$ cat config.mk
export PLATFORM = sky130hd
export DESIGN_NAME = low_power_card_detect
export DESIGN_NICKNAME = d
export VERILOG_FILES = /design/src/pkg/low_power_card_detect_pkg.sv /design/src/rtl/low_power_card_detect.sv
export VERILOG_INCLUDE_DIRS = /design/src /design/src/pkg
export SDC_FILE = /design/constraint.sdc
export NUM_CORES = 1
export LEC_CHECK = 0
export BUFFER_PORTS_ARGS = -buffer_cell sky130_fd_sc_hd__buf_2
export CAP_MARGIN = 20
export CORE_UTILIZATION = 65
export CTS_BUF_LIST = sky130_fd_sc_hd__clkbuf_16
export DETAILED_ROUTE_END_ITERATION = 12
export PLACE_DENSITY_LB_ADDON = 0.15
export SLEW_MARGIN = 25
export SYNTH_ARGS = -nofsm -noshare
export SYNTH_HDL_FRONTEND = slang
export SYNTH_SLANG_ARGS = --single-unit
export TNS_END_PERCENT = 10
$ cat constraint.sdc
create_clock -name clock -period 11.2 [get_ports clock]
set_input_delay 2.8 -clock clock [delete_from_list [all_inputs] [get_ports clock]]
set_output_delay 2.8 -clock clock [all_outputs]
set_load 0.03 [all_outputs]
$ cat src/pkg/low_power_card_detect_regs.svh
// Register offsets, field positions, reset values and timing counts of the card detect sequencer
// Assumes a 25 MHz system clock and the plain register port of the sequencer
`ifndef LOW_POWER_CARD_DETECT_REGS_SVH
`define LOW_POWER_CARD_DETECT_REGS_SVH

// ----------------------------------------------------------------------------
// Register offsets
// ----------------------------------------------------------------------------
`define OFS_REF_CONFIG 8'h34
`define OFS_FIELD_ON_TIME 8'h36
`define OFS_THRESHOLD 8'h37
`define OFS_REFSRC_CONTROL 8'h38
`define OFS_LEAD_TIME 8'h39
`define OFS_LAG_TIME 8'h3A
`define OFS_MODE_SWITCH 8'h40
`define OFS_STATUS 8'h41
`define OFS_GAIN_REFERENCE 8'h42
`define OFS_LAST_GAIN 8'h43

// ----------------------------------------------------------------------------
// Field positions
// ----------------------------------------------------------------------------
`define SRC_LSB 0
`define SRC_MSB 1
`define SRC_CALIBRATE 2'h0
`define SRC_REGISTER 2'h1
`define CTL_AUX_A_WAKE 2
`define CTL_AUX_B_DETECT 3
`define CTL_AUX_A_SUPPLY 4
`define STS_DETECT 0
`define STS_ACTIVE 1
`define STS_CALIBRATED 2
`define GREF_GEAR_MSB 3
`define GREF_REF_LSB 4

// ----------------------------------------------------------------------------
// Reset values
// ----------------------------------------------------------------------------
`define RST_BYTE 8'h00
`define RST_GEAR 4'h0
`define RST_CTRL 5'h00
`define RST_GAIN_REF 14'h0000

// ----------------------------------------------------------------------------
// Timing
// ----------------------------------------------------------------------------
`define CLK_PERIOD_NS 40
`define FIELD_UNIT_NS 8000
`define OUT_UNIT_NS 5000
`define FIELD_UNIT_CYC (`FIELD_UNIT_NS / `CLK_PERIOD_NS)
`define OUT_UNIT_CYC (`OUT_UNIT_NS / `CLK_PERIOD_NS)

`endif

$ cat src/pkg/low_power_card_detect_pkg.sv
// Types shared by the card detect sequencer
// Assumes the offsets and counts of low_power_card_detect_regs.svh
package low_power_card_detect_pkg;

  // --------------------------------------------------------------------------
  // Configuration fields: gear, four bytes and control bits
  // --------------------------------------------------------------------------
  typedef struct packed {
    logic [3:0] gear;
    logic [7:0] field_on_time;
    logic [7:0] threshold;
    logic [4:0] control;
    logic [7:0] lead_time;
    logic [7:0] lag_time;
  } detect_cfg_t;

  // --------------------------------------------------------------------------
  // Analog front end measurement
  // --------------------------------------------------------------------------
  typedef struct packed {
    logic [9:0] value;
    logic field_on_done;
  } gain_sense_t;

  // --------------------------------------------------------------------------
  // Sequencer states
  // --------------------------------------------------------------------------
  typedef enum logic [2:0] {
    ST_IDLE,
    ST_STANDBY,
    ST_LEAD,
    ST_FIELD_CMD,
    ST_FIELD,
    ST_LAG
  } detect_state_t;

endpackage

$ cat src/rtl/low_power_card_detect.sv
// Low-power card detection sequencer: standby timing, field-on measurement, comparison
// Assumes a 25 MHz clock, a same-clock register master and same-clock analog sense inputs
//
// Functional notes
// - Slow oscillator ticks count the wake-up counter down; expiry ends standby.
// - Mode-switch write carries the standby duration loaded into the wake-up counter.
// - Reference comes from the gain reference register or a calibration run.
// - Register-source loops start with standby lasting the commanded duration; calibration measures first.
// - Detection switches the field on for the set time, then compares gain.
// - Gain below the reference by more than the threshold raises the card detect interrupt.
// - Host register settings are never saved nor restored around detection.
// - No detection means no interrupt and a return to standby.
// - Loop ends on detection, reset, host select or external field.
// - Reset stops the loop and restores all configuration defaults.
// - Without power control, type A 106 kbit/s settings apply while sensing.
// - With power control, field-on command runs; timer starts after it finishes.
// - Field stays on field-on-time byte times 8 microseconds.
// - Wake when reference minus current gain exceeds the threshold byte.
// - Gear is bits 3:0 of the reference config; bits 15:4 reserved.
// - Source 00 calibrates then detects, 01 uses register, others reserved.
// - Control bit 2 raises output A on wake-up before the field.
// - Control bit 3 drives output B for the supply on card detect.
// - Control bit 4 drives output A for the supply on wake-up.
// - Output A rises before the transmitter and falls after field off.
// - Output A to field on takes lead byte times 5 microseconds.
// - Field off to output A low takes lag byte times 5 microseconds.
`include "low_power_card_detect_regs.svh"

module low_power_card_detect #(
  parameter int unsigned FIELD_UNIT_CYC = `FIELD_UNIT_CYC,
  parameter int unsigned OUT_UNIT_CYC = `OUT_UNIT_CYC
) (
  input wire logic clock,
  input wire logic rst_n,
  input wire logic [7:0] reg_addr,
  input wire logic [15:0] reg_wdata,
  input wire logic reg_wr,
  input wire logic reg_rd,
  output logic [15:0] reg_rdata,
  input wire logic slow_oscillator,
  input wire logic host_select_n,
  input wire logic rf_level_detect,
  input wire logic dynamic_power_control,
  input wire low_power_card_detect_pkg::gain_sense_t gain_sense,
  output logic field_enable,
  output logic field_on_command,
  output logic iso_a_settings,
  output logic [3:0] gain_gear_field,
  output logic aux_output_a,
  output logic aux_output_b,
  output logic card_detect_interrupt,
  output logic detect_active
);
  import low_power_card_detect_pkg::*;

  // --------------------------------------------------------------------------
  // Input synchronisers
  // --------------------------------------------------------------------------
  logic [1:0] osc_sync_r, nss_sync_r, rfl_sync_r;
  logic osc_prev_r;
  always_ff @(posedge clock or negedge rst_n) begin
    if (!rst_n) begin
      osc_sync_r <= 2'h0;
      nss_sync_r <= 2'h3;
      rfl_sync_r <= 2'h0;
      osc_prev_r <= 1'b0;
    end else begin
      osc_sync_r <= {osc_sync_r[0], slow_oscillator};
      nss_sync_r <= {nss_sync_r[0], host_select_n};
      rfl_sync_r <= {rfl_sync_r[0], rf_level_detect};
      osc_prev_r <= osc_sync_r[1];
    end
  end

  logic osc_tick, stop_req;
  assign osc_tick = osc_sync_r[1] & ~osc_prev_r;
  assign stop_req = ~nss_sync_r[1] | rfl_sync_r[1];
  // --------------------------------------------------------------------------
  // State
  // --------------------------------------------------------------------------
  detect_state_t state_r, state_nxt;
  detect_cfg_t cfg_r, cfg_nxt;
  logic [13:0] gref_r, gref_nxt;
  logic [15:0] dur_r, dur_nxt, wake_r, wake_nxt;
  logic [23:0] tmr_r, tmr_nxt;
  logic [9:0] ref_r, ref_nxt, last_r, last_nxt;
  logic calib_r, calib_nxt, calibrated_r, calibrated_nxt;
  logic hit_r, hit_nxt, flag_r, flag_nxt;
  logic field_r, field_nxt, fcmd_r, fcmd_nxt, iso_r, iso_nxt;
  logic [3:0] gear_r, gear_nxt;
  logic aux_a_r, aux_a_nxt, aux_b_r, aux_b_nxt, active_r, active_nxt;
  logic [15:0] rdata_r, rdata_nxt;
  logic go_measure, go_field, resolve, cmp_hit, aux_a_en;
  assign aux_a_en = cfg_r.control[`CTL_AUX_A_WAKE] | cfg_r.control[`CTL_AUX_A_SUPPLY];
  assign cmp_hit = (ref_r > gain_sense.value) &&
                   ((ref_r - gain_sense.value) > {2'h0, cfg_r.threshold});

  always_comb begin
    state_nxt = state_r;
    cfg_nxt = cfg_r;
    gref_nxt = gref_r;
    dur_nxt = dur_r;
    wake_nxt = wake_r;
    tmr_nxt = tmr_r;
    ref_nxt = ref_r;
    last_nxt = last_r;
    calib_nxt = calib_r;
    calibrated_nxt = calibrated_r;
    hit_nxt = hit_r;
    flag_nxt = flag_r;
    field_nxt = field_r;
    fcmd_nxt = 1'b0;
    iso_nxt = iso_r;
    gear_nxt = gear_r;
    aux_a_nxt = aux_a_r;
    aux_b_nxt = aux_b_r;
    go_measure = 1'b0;
    go_field = 1'b0;
    resolve = 1'b0;
    // Register writes; host settings are simply left as written
    if (reg_wr) begin
      case (reg_addr)
        `OFS_REF_CONFIG: cfg_nxt.gear = reg_wdata[3:0];
        `OFS_FIELD_ON_TIME: cfg_nxt.field_on_time = reg_wdata[7:0];
        `OFS_THRESHOLD: cfg_nxt.threshold = reg_wdata[7:0];
        `OFS_REFSRC_CONTROL: cfg_nxt.control = reg_wdata[4:0];
        `OFS_LEAD_TIME: cfg_nxt.lead_time = reg_wdata[7:0];
        `OFS_LAG_TIME: cfg_nxt.lag_time = reg_wdata[7:0];
        `OFS_GAIN_REFERENCE: gref_nxt = reg_wdata[13:0];
        `OFS_STATUS: flag_nxt = flag_r & ~reg_wdata[`STS_DETECT];
        default: ;
      endcase
    end
    case (state_r)
      ST_IDLE: begin
        if (reg_wr && reg_addr == `OFS_MODE_SWITCH) begin
          dur_nxt = reg_wdata;
          wake_nxt = reg_wdata;
          aux_b_nxt = 1'b0;
          case (cfg_r.control[`SRC_MSB:`SRC_LSB])
            `SRC_CALIBRATE: begin
              gear_nxt = cfg_r.gear;
              calib_nxt = 1'b1;
              go_measure = 1'b1;
            end
            `SRC_REGISTER: begin
              gear_nxt = gref_r[`GREF_GEAR_MSB:0];
              ref_nxt = gref_r[13:`GREF_REF_LSB];
              calibrated_nxt = 1'b1;
              state_nxt = ST_STANDBY;
            end
            default: ;
          endcase
        end
      end
      ST_STANDBY: begin
        if (osc_tick) begin
          if (wake_r <= 16'h0001) begin
            go_measure = 1'b1;
          end else begin
            wake_nxt = wake_r - 16'h0001;
          end
        end
      end
      ST_LEAD: begin
        if (tmr_r == 24'h000000) begin
          go_field = 1'b1;
        end else begin
          tmr_nxt = tmr_r - 24'h000001;
        end
      end
      ST_FIELD_CMD: begin
        if (gain_sense.field_on_done) begin
          tmr_nxt = 24'(32'(cfg_r.field_on_time) * FIELD_UNIT_CYC);
          state_nxt = ST_FIELD;
        end
      end
      ST_FIELD: begin
        if (tmr_r == 24'h000000) begin
          last_nxt = gain_sense.value;
          field_nxt = 1'b0;
          iso_nxt = 1'b0;
          if (calib_r) begin
            ref_nxt = gain_sense.value;
            calib_nxt = 1'b0;
            calibrated_nxt = 1'b1;
            hit_nxt = 1'b0;
          end else begin
            hit_nxt = cmp_hit;
          end
          if (aux_a_r) begin
            tmr_nxt = 24'(32'(cfg_r.lag_time) * OUT_UNIT_CYC);
            state_nxt = ST_LAG;
          end else begin
            resolve = 1'b1;
          end
        end else begin
          tmr_nxt = tmr_r - 24'h000001;
        end
      end
      ST_LAG: begin
        if (tmr_r == 24'h000000) begin
          aux_a_nxt = 1'b0;
          resolve = 1'b1;
        end else begin
          tmr_nxt = tmr_r - 24'h000001;
        end
      end
      default: state_nxt = ST_IDLE;
    endcase
    // Wake-up: output A ahead of the field when enabled
    if (go_measure) begin
      if (aux_a_en) begin
        aux_a_nxt = 1'b1;
        tmr_nxt = 24'(32'(cfg_r.lead_time) * OUT_UNIT_CYC);
        state_nxt = ST_LEAD;
      end else begin
        go_field = 1'b1;
      end
    end
    if (go_field) begin
      field_nxt = 1'b1;
      if (dynamic_power_control) begin
        fcmd_nxt = 1'b1;
        state_nxt = ST_FIELD_CMD;
      end else begin
        iso_nxt = 1'b1;
        tmr_nxt = 24'(32'(cfg_r.field_on_time) * FIELD_UNIT_CYC);
        state_nxt = ST_FIELD;
      end
    end
    if (resolve) begin
      if (hit_nxt) begin
        flag_nxt = 1'b1;
        aux_b_nxt = cfg_r.control[`CTL_AUX_B_DETECT];
        state_nxt = ST_IDLE;
      end else begin
        wake_nxt = dur_r;
        state_nxt = ST_STANDBY;
      end
    end
    if (stop_req && state_r != ST_IDLE) begin
      state_nxt = ST_IDLE;
      field_nxt = 1'b0;
      fcmd_nxt = 1'b0;
      iso_nxt = 1'b0;
      aux_a_nxt = 1'b0;
      calib_nxt = 1'b0;
    end
    active_nxt = state_nxt != ST_IDLE;
  end

  // --------------------------------------------------------------------------
  // Register read port
  // --------------------------------------------------------------------------
  always_comb begin
    rdata_nxt = 16'h0000;
    if (reg_rd) begin
      case (reg_addr)
        `OFS_REF_CONFIG: rdata_nxt = {12'h000, cfg_r.gear};
        `OFS_FIELD_ON_TIME: rdata_nxt = {8'h00, cfg_r.field_on_time};
        `OFS_THRESHOLD: rdata_nxt = {8'h00, cfg_r.threshold};
        `OFS_REFSRC_CONTROL: rdata_nxt = {11'h000, cfg_r.control};
        `OFS_LEAD_TIME: rdata_nxt = {8'h00, cfg_r.lead_time};
        `OFS_LAG_TIME: rdata_nxt = {8'h00, cfg_r.lag_time};
        `OFS_MODE_SWITCH: rdata_nxt = dur_r;
        `OFS_STATUS: rdata_nxt = {13'h0000, calibrated_r, state_r != ST_IDLE, flag_r};
        `OFS_GAIN_REFERENCE: rdata_nxt = {2'h0, gref_r};
        `OFS_LAST_GAIN: rdata_nxt = {6'h00, last_r};
        default: rdata_nxt = 16'h0000;
      endcase
    end
  end

  // Reset returns every setting to its default
  always_ff @(posedge clock or negedge rst_n) begin
    if (!rst_n) begin
      state_r <= ST_IDLE;
      cfg_r <= '{`RST_GEAR, `RST_BYTE, `RST_BYTE, `RST_CTRL, `RST_BYTE, `RST_BYTE};
      gref_r <= `RST_GAIN_REF;
      dur_r <= 16'h0000;
      wake_r <= 16'h0000;
      tmr_r <= 24'h000000;
      ref_r <= 10'h000;
      last_r <= 10'h000;
      calib_r <= 1'b0;
      calibrated_r <= 1'b0;
      hit_r <= 1'b0;
      flag_r <= 1'b0;
      field_r <= 1'b0;
      fcmd_r <= 1'b0;
      iso_r <= 1'b0;
      gear_r <= `RST_GEAR;
      aux_a_r <= 1'b0;
      aux_b_r <= 1'b0;
      rdata_r <= 16'h0000;
      active_r <= 1'b0;
    end else begin
      state_r <= state_nxt;
      cfg_r <= cfg_nxt;
      gref_r <= gref_nxt;
      dur_r <= dur_nxt;
      wake_r <= wake_nxt;
      tmr_r <= tmr_nxt;
      ref_r <= ref_nxt;
      last_r <= last_nxt;
      calib_r <= calib_nxt;
      calibrated_r <= calibrated_nxt;
      hit_r <= hit_nxt;
      flag_r <= flag_nxt;
      field_r <= field_nxt;
      fcmd_r <= fcmd_nxt;
      iso_r <= iso_nxt;
      gear_r <= gear_nxt;
      aux_a_r <= aux_a_nxt;
      aux_b_r <= aux_b_nxt;
      rdata_r <= rdata_nxt;
      active_r <= active_nxt;
    end
  end

  assign reg_rdata = rdata_r;
  assign field_enable = field_r;
  assign field_on_command = fcmd_r;
  assign iso_a_settings = iso_r;
  assign gain_gear_field = gear_r;
  assign aux_output_a = aux_a_r;
  assign aux_output_b = aux_b_r;
  assign card_detect_interrupt = flag_r;
  assign detect_active = active_r;

  // --------------------------------------------------------------------------
  // Assertions
  // --------------------------------------------------------------------------
  logic [23:0] lead_cyc_r;
  always_ff @(posedge clock or negedge rst_n) begin
    if (!rst_n) begin
      lead_cyc_r <= 24'h000000;
    end else if (state_r == ST_LEAD) begin
      lead_cyc_r <= lead_cyc_r + 24'h000001;
    end else if (state_r == ST_STANDBY || state_r == ST_IDLE) begin
      lead_cyc_r <= 24'h000000;
    end
  end
endmodule

==> Word-level counts from Yosys, hierarchy flattened <==
Index checks and enable logic that the tools add are counted.
{ "totals": {"register_bits": 171, "in_bits": 43, "out_inout_bits": 27, "word_cells": 181} }
{ "classes": {"add_sub_neg": 3, "mul": 3, "order_cmp": 3, "eq_ne": 23, "n_mux": 85, "n_bitwise": 7, "reduce_logical": 28} }
{ "ops": {"columns": ["operator", "n"], "rows": [
  ["24-bit 2-to-1 mux", 8],
  ["16-bit case mux with 10 select lines", 1],
  ["16-bit 2-to-1 mux", 6],
  ["24-bit case mux with 3 select lines", 1],
  ["8-bit by 6-bit == test with 1-bit output (second input constant)", 6],
  ["1-bit 2-to-1 mux", 46],
  ["10-bit 2-to-1 mux", 4],
  ["3-bit 2-to-1 mux", 11],
  ["8-bit by 7-bit == test with 1-bit output (second input constant)", 4],
  ["16-bit case mux with 2 select lines", 1],
  ["8-bit by 7-bit multiplier with 15-bit output (second input constant)", 2],
  ["24-bit zero test", 1],
  ["24-bit by 1-bit subtractor with 24-bit output (second input constant)", 1],
  ["10-bit case mux with 2 select lines", 1],
  ["2-bit AND reduction", 10],
  ["16-bit by 1-bit less-or-equal comparator with 1-bit output (second input constant)", 1],
  ["16-bit by 1-bit subtractor with 16-bit output (second input constant)", 1],
  ["3-bit nonzero test", 5],
  ["8-bit by 5-bit multiplier with 13-bit output (second input constant)", 1],
  ["3-bit case mux with 4 select lines", 1],
  ["10-bit > comparator", 1],
  ["10-bit by 8-bit > comparator with 1-bit output", 1],
  ["10-bit subtractor", 1],
  ["1-bit case mux with 2 select lines", 4],
  ["other kinds (21)", 33]
]} }

==> Longest topological paths before layout <==
{ "depth": {"word_depth": 10, "depth_mapped": 20, "ltp_nobuf": 18} }

==> Worst setup path before layout <==
Ideal clock, no wire load.
{ "synth_timing": {"kind": "in2reg", "start": "input gain_sense[2] (netlist bit)", "end": "register wake_r[10]", "setup_ns": 0.125, "t_arrival_ns": 6.454, "required_time_ns": 11.075, "setup_slack_ns": 4.621, "path_stages": 19, "n_path_buf": 2, "cell_sequence": "inv_1 > ha_1 > nor2b_1 > o31a_1 > o21a_1 > or2_2 > a21o_1 > a21oi_1 > xnor2_1 > ha_1 > and4_1 > o2bb2ai_1 > a31oi_1 > nor3_1 > a32oi_1 > nand2b_1 > clkbuf_1 > clkbuf_1 > mux2_2"} }
{ "synth_between": {"elab_chain_len": 8, "elab_cells_between_ends": 9, "classes_between": "add/sub: 1; order compare: 2; mux: 5; reduce/logical: 1"} }
{ "synth_rtl": {"columns": ["element", "line_no", "rtl"], "rows": [
  ["from (decl)", "low_power_card_detect.sv:44", "input wire low_power_card_detect_pkg::gain_sense_t gain_sense,"],
  ["10-bit subtractor", "low_power_card_detect.sv:96", "((ref_r - gain_sense.value) > {2'h0, cfg_r.threshold});"],
  ["10-bit by 8-bit > comparator with 1-bit output", "low_power_card_detect.sv:96", null],
  ["1-bit logical AND *", "low_power_card_detect.sv:95", "assign cmp_hit = (ref_r > gain_sense.value) &&"],
  ["1-bit 2-to-1 mux *", "low_power_card_detect.sv:183", "if (calib_r) begin"],
  ["1-bit 2-to-1 mux *", "low_power_card_detect.sv:179", "if (tmr_r == 24'h000000) begin"],
  ["1-bit 2-to-1 mux *", "low_power_card_detect.sv:134", "case (state_r)"],
  ["net hit_nxt", "low_power_card_detect.sv:88", "logic hit_r, hit_nxt, flag_r, flag_nxt;"],
  ["16-bit 2-to-1 mux *", "low_power_card_detect.sv:233", "if (hit_nxt) begin"],
  ["16-bit 2-to-1 mux *", "low_power_card_detect.sv:232", "if (resolve) begin"],
  ["net wake_nxt[10]", "low_power_card_detect.sv:84", "logic [15:0] dur_r, dur_nxt, wake_r, wake_nxt;"],
  ["to (signal assigned)", "low_power_card_detect.sv:303", "wake_r <= wake_nxt;"],
  ["to (decl)", "low_power_card_detect.sv:84", null]
]} }
The timed path passes the listed nets; every way through them passes the cells marked *.
A chain may end at the register's enable or synchronous reset.

==> Worst setup path in the final report <==
{ "layout_timing": {"start": "input gain_sense[2] (netlist bit)", "end": "register wake_r[13]"} }
The elaborated chain is that of the path after synthesis.

==> run summary <==
total grt overflow = 0
GRT Util Overall = 37.3%
core area = 0.0195 mm²
clk slew on worst S/H paths = 0.08 ns
final number of hold-violating endpoints = 0
Crit Path Category = input pin to flip-flop
Yosys reg bits = 171
Area contributors post-synth = dfrtp_1 32%, ha_1 12%, fa_1 7.2%
die width = 144 µm
clk root buf = clkbuf_16
vias in the first global route = 10,800
MaxCap Viol Count = 0
number of routed nets with antenna violations = 0
Rel. slew slack = 28.6%
sequential-to-total area share from yosys stat = 32.9%
Syn Nets = 1,609
total of warnings raised by yosys = 0
DRT Wirelength = 36,900 µm
Die ar. = 0.0206 mm²
IO Count = 70
Max H-tree Level = 4
max-slew violation count = 0
setup tns final = 0 ns
via count = 11,300
largest net degree at the start of global routing = 97
P_leak = 0.00692 µW
VDD IR max = 112 µV
Post-synth EDFFs = 0
layout cells sized above 1 = 14.7%
Netlist cell types = 73
Num CTS Buffers = 17
maximum clock rate = 0.155 GHz
Overall Power = 1910 µW
TritonCTS clock tree = done
ys flop type = dfrtp_1
Synth area leader = dfrtp_1
clock tree buffer depth = 2
DRC = 0
min cycle time layout = 6.45 ns
Chip Height = 144 µm
endpoints failing setup = 0
commonest non-fill, non-tap cell in the layout = dfrtp_1
post-CTS resize count = 0
worst hold path class = flip-flop to flip-flop
Async SR Flop Fraction = 100%
Worst Skew = 0.0129 ns
cell count of the worst hold path = 0
gpl congestion = 0.993
Mean Syn Cell Area = 9.35 µm²
Clock Latency Late Sink = 0.45 ns
layout net count = 1,655
vias per cell = 6.57
Post-CTS Hold Fix Bufs = 0
Post-CTS Setup Repair Bufs = 0
actual slew at the worst max-slew pin = 1.06 ns
RSZ-0062 raised after global routing = no
initial core utilization = 66.7%
post-synthesis cell count = 1,393
Area Growth Syn to Fin = 9.07%
Initial DRC Count = 1,435
Pre-Repair DR Iteration Count = 6
CTS sink cnt = 171
period utilisation layout = 57.6%
most frequent cells in the layout = 169 x dfrtp_1, 140 x nand2_1, 126 x ha_1, 109 x inv_1, 97 x o21ai_0
Worst Reg2Reg Path Length in Cells = 14
maximum fanout along the worst path = 24
initial antenna violation count = 1
CP Capture Type = flip-flop
share of the synthesized area in the top cell type = 32.5%
post-DP HPWL = 27,500 µm
site row count = 51
synthesized cell area = 0.0130 mm²
Required @ worst endpoint = 11.53 ns
DR WL/cell = 21.5 µm
status = completed
first-pass GRT wire length = 57,700 µm
PD cells = 134 mW/mm²
crit path DAT = 6.78 ns
port bufs = 69
startpoint types = input pin
n_diodes = 0
-- final cells by class --
cell class / instances / area, µm²
multi-input combinational: 1060 / 8150
fill: 1463 / 5320
sequential: 171 / 4280
timing repair buffer: 80 / 438
tap: 265 / 332
clock inverter: 15 / 175
clock buffer: 17 / 425
inverter: 109 / 409
-- metrics by stage --
| stage | hold WS (ns) | instances | utilization [%] | instance area (µm²) | setup WS, ns |
|---|---|---|---|---|---|
| floorplan | 0.331 | 1393 | - | 13000 | 4.62 |
| global placement | 0.333 | 1685 | 69.6 | 13600 | 4.13 |
| detailed placement | 0.340 | 1685 | 69.7 | 13600 | 4.04 |
| CTS | 0.358 | 1717 | 72.7 | 14200 | 4.49 |
| global route | 0.361 | 1717 | 72.8 | 14200 | 4.51 |
| finish | 0.354 | 1717 | 72.8 | 14200 | 4.75 |
-- cells by family after synthesis --
| group | count (synthesis) | synth area share [%] |
|---|---|---|
| AND/OR/NAND/NOR | 401 | 14.7 |
| AO/OA/AOI/OAI | 344 | 17.1 |
| adder cells (fa/ha/maj) | 173 | 19.3 |
| flip-flops | 171 | 32.9 |
| buffers and inverters | 162 | 4.80 |
| multiplexers | 101 | 8.50 |
| XOR/XNOR | 41 | 2.76 |
-- registers in the layout, summed over array words and instances, names as in the netlist, 10 cells and up --
signal	cells
reg_rdata	16
tmr_r	24
wake_r	16
ref_r	10
last_r	10
cfg_r	41
dur_r	16
gref_r	14
-- layer usage --
layer,vias up,global-route usage (%),wire length (µm)
li1,5097,-,-
met1,5407,52.3,15400
met2,668,56.5,16200
met3,106,8.90,4090
met4,0,12.5,1200
met5,-,0,0
-- critical path: stages --
cell	delay (ns)
buf_2	0.10
inv_1	0.07
ha_1	0.31
nor2b_1	0.15
o31a_1	0.27
o21a_1	0.19
or2_2	0.29
a21o_1	0.18
a21oi_1	0.17
xnor2_1	0.15
ha_1	0.28
and4_1	0.18
o2bb2ai_1	0.12
a31oi_1	0.16
nor3_1	0.07
a32oi_1	0.31
nand2b_2	0.54
mux2_2	0.40
-- worst paths after layout --
check,startpoint,end,slack (ns)
min in group asynchronous,rst_n,tmr_r[16],2.45
worst max register to register,cfg_r[8],tmr_r[14],6.12
worst min-delay path,osc_sync_r[0],osc_sync_r[1],0.35
worst max-delay path,gain_sense[2],wake_r[13],4.75
worst min register to register,osc_sync_r[0],osc_sync_r[1],0.35
max in group asynchronous,rst_n,cfg_r[25],7.51
-- synthesized netlist by cell type, types with 8 or more instances --
library cell  instances
nand4_1              12
xnor2_1              25
a21oi_1              87
o211ai_1             12
dfrtp_1             169
clkbuf_1             46
ha_1                126
o22ai_1              11
o21ai_0              97
mux2_2               77
inv_1               109
a31oi_1              15
xor2_1               16
a211oi_1             11
nor2b_1              12
a22oi_1              15
nor3_1               34
or3_1                14
mux2i_1              24
o31ai_1               8
nor2_1               89
nand2_1             140
fa_1                 47
a21o_1               10
nor4_1               14
nand3_1              28
a221oi_1             12
o21a_1                9
nand2b_1             15
-- report_power, final --
part,total [µW],internal (µW),switching (µW)
Clock,596,301,295
Combinational,553,222,331
Sequential,761,677,83.7
Total,1910,1200,710
Power figures use the tool's default switching activity.
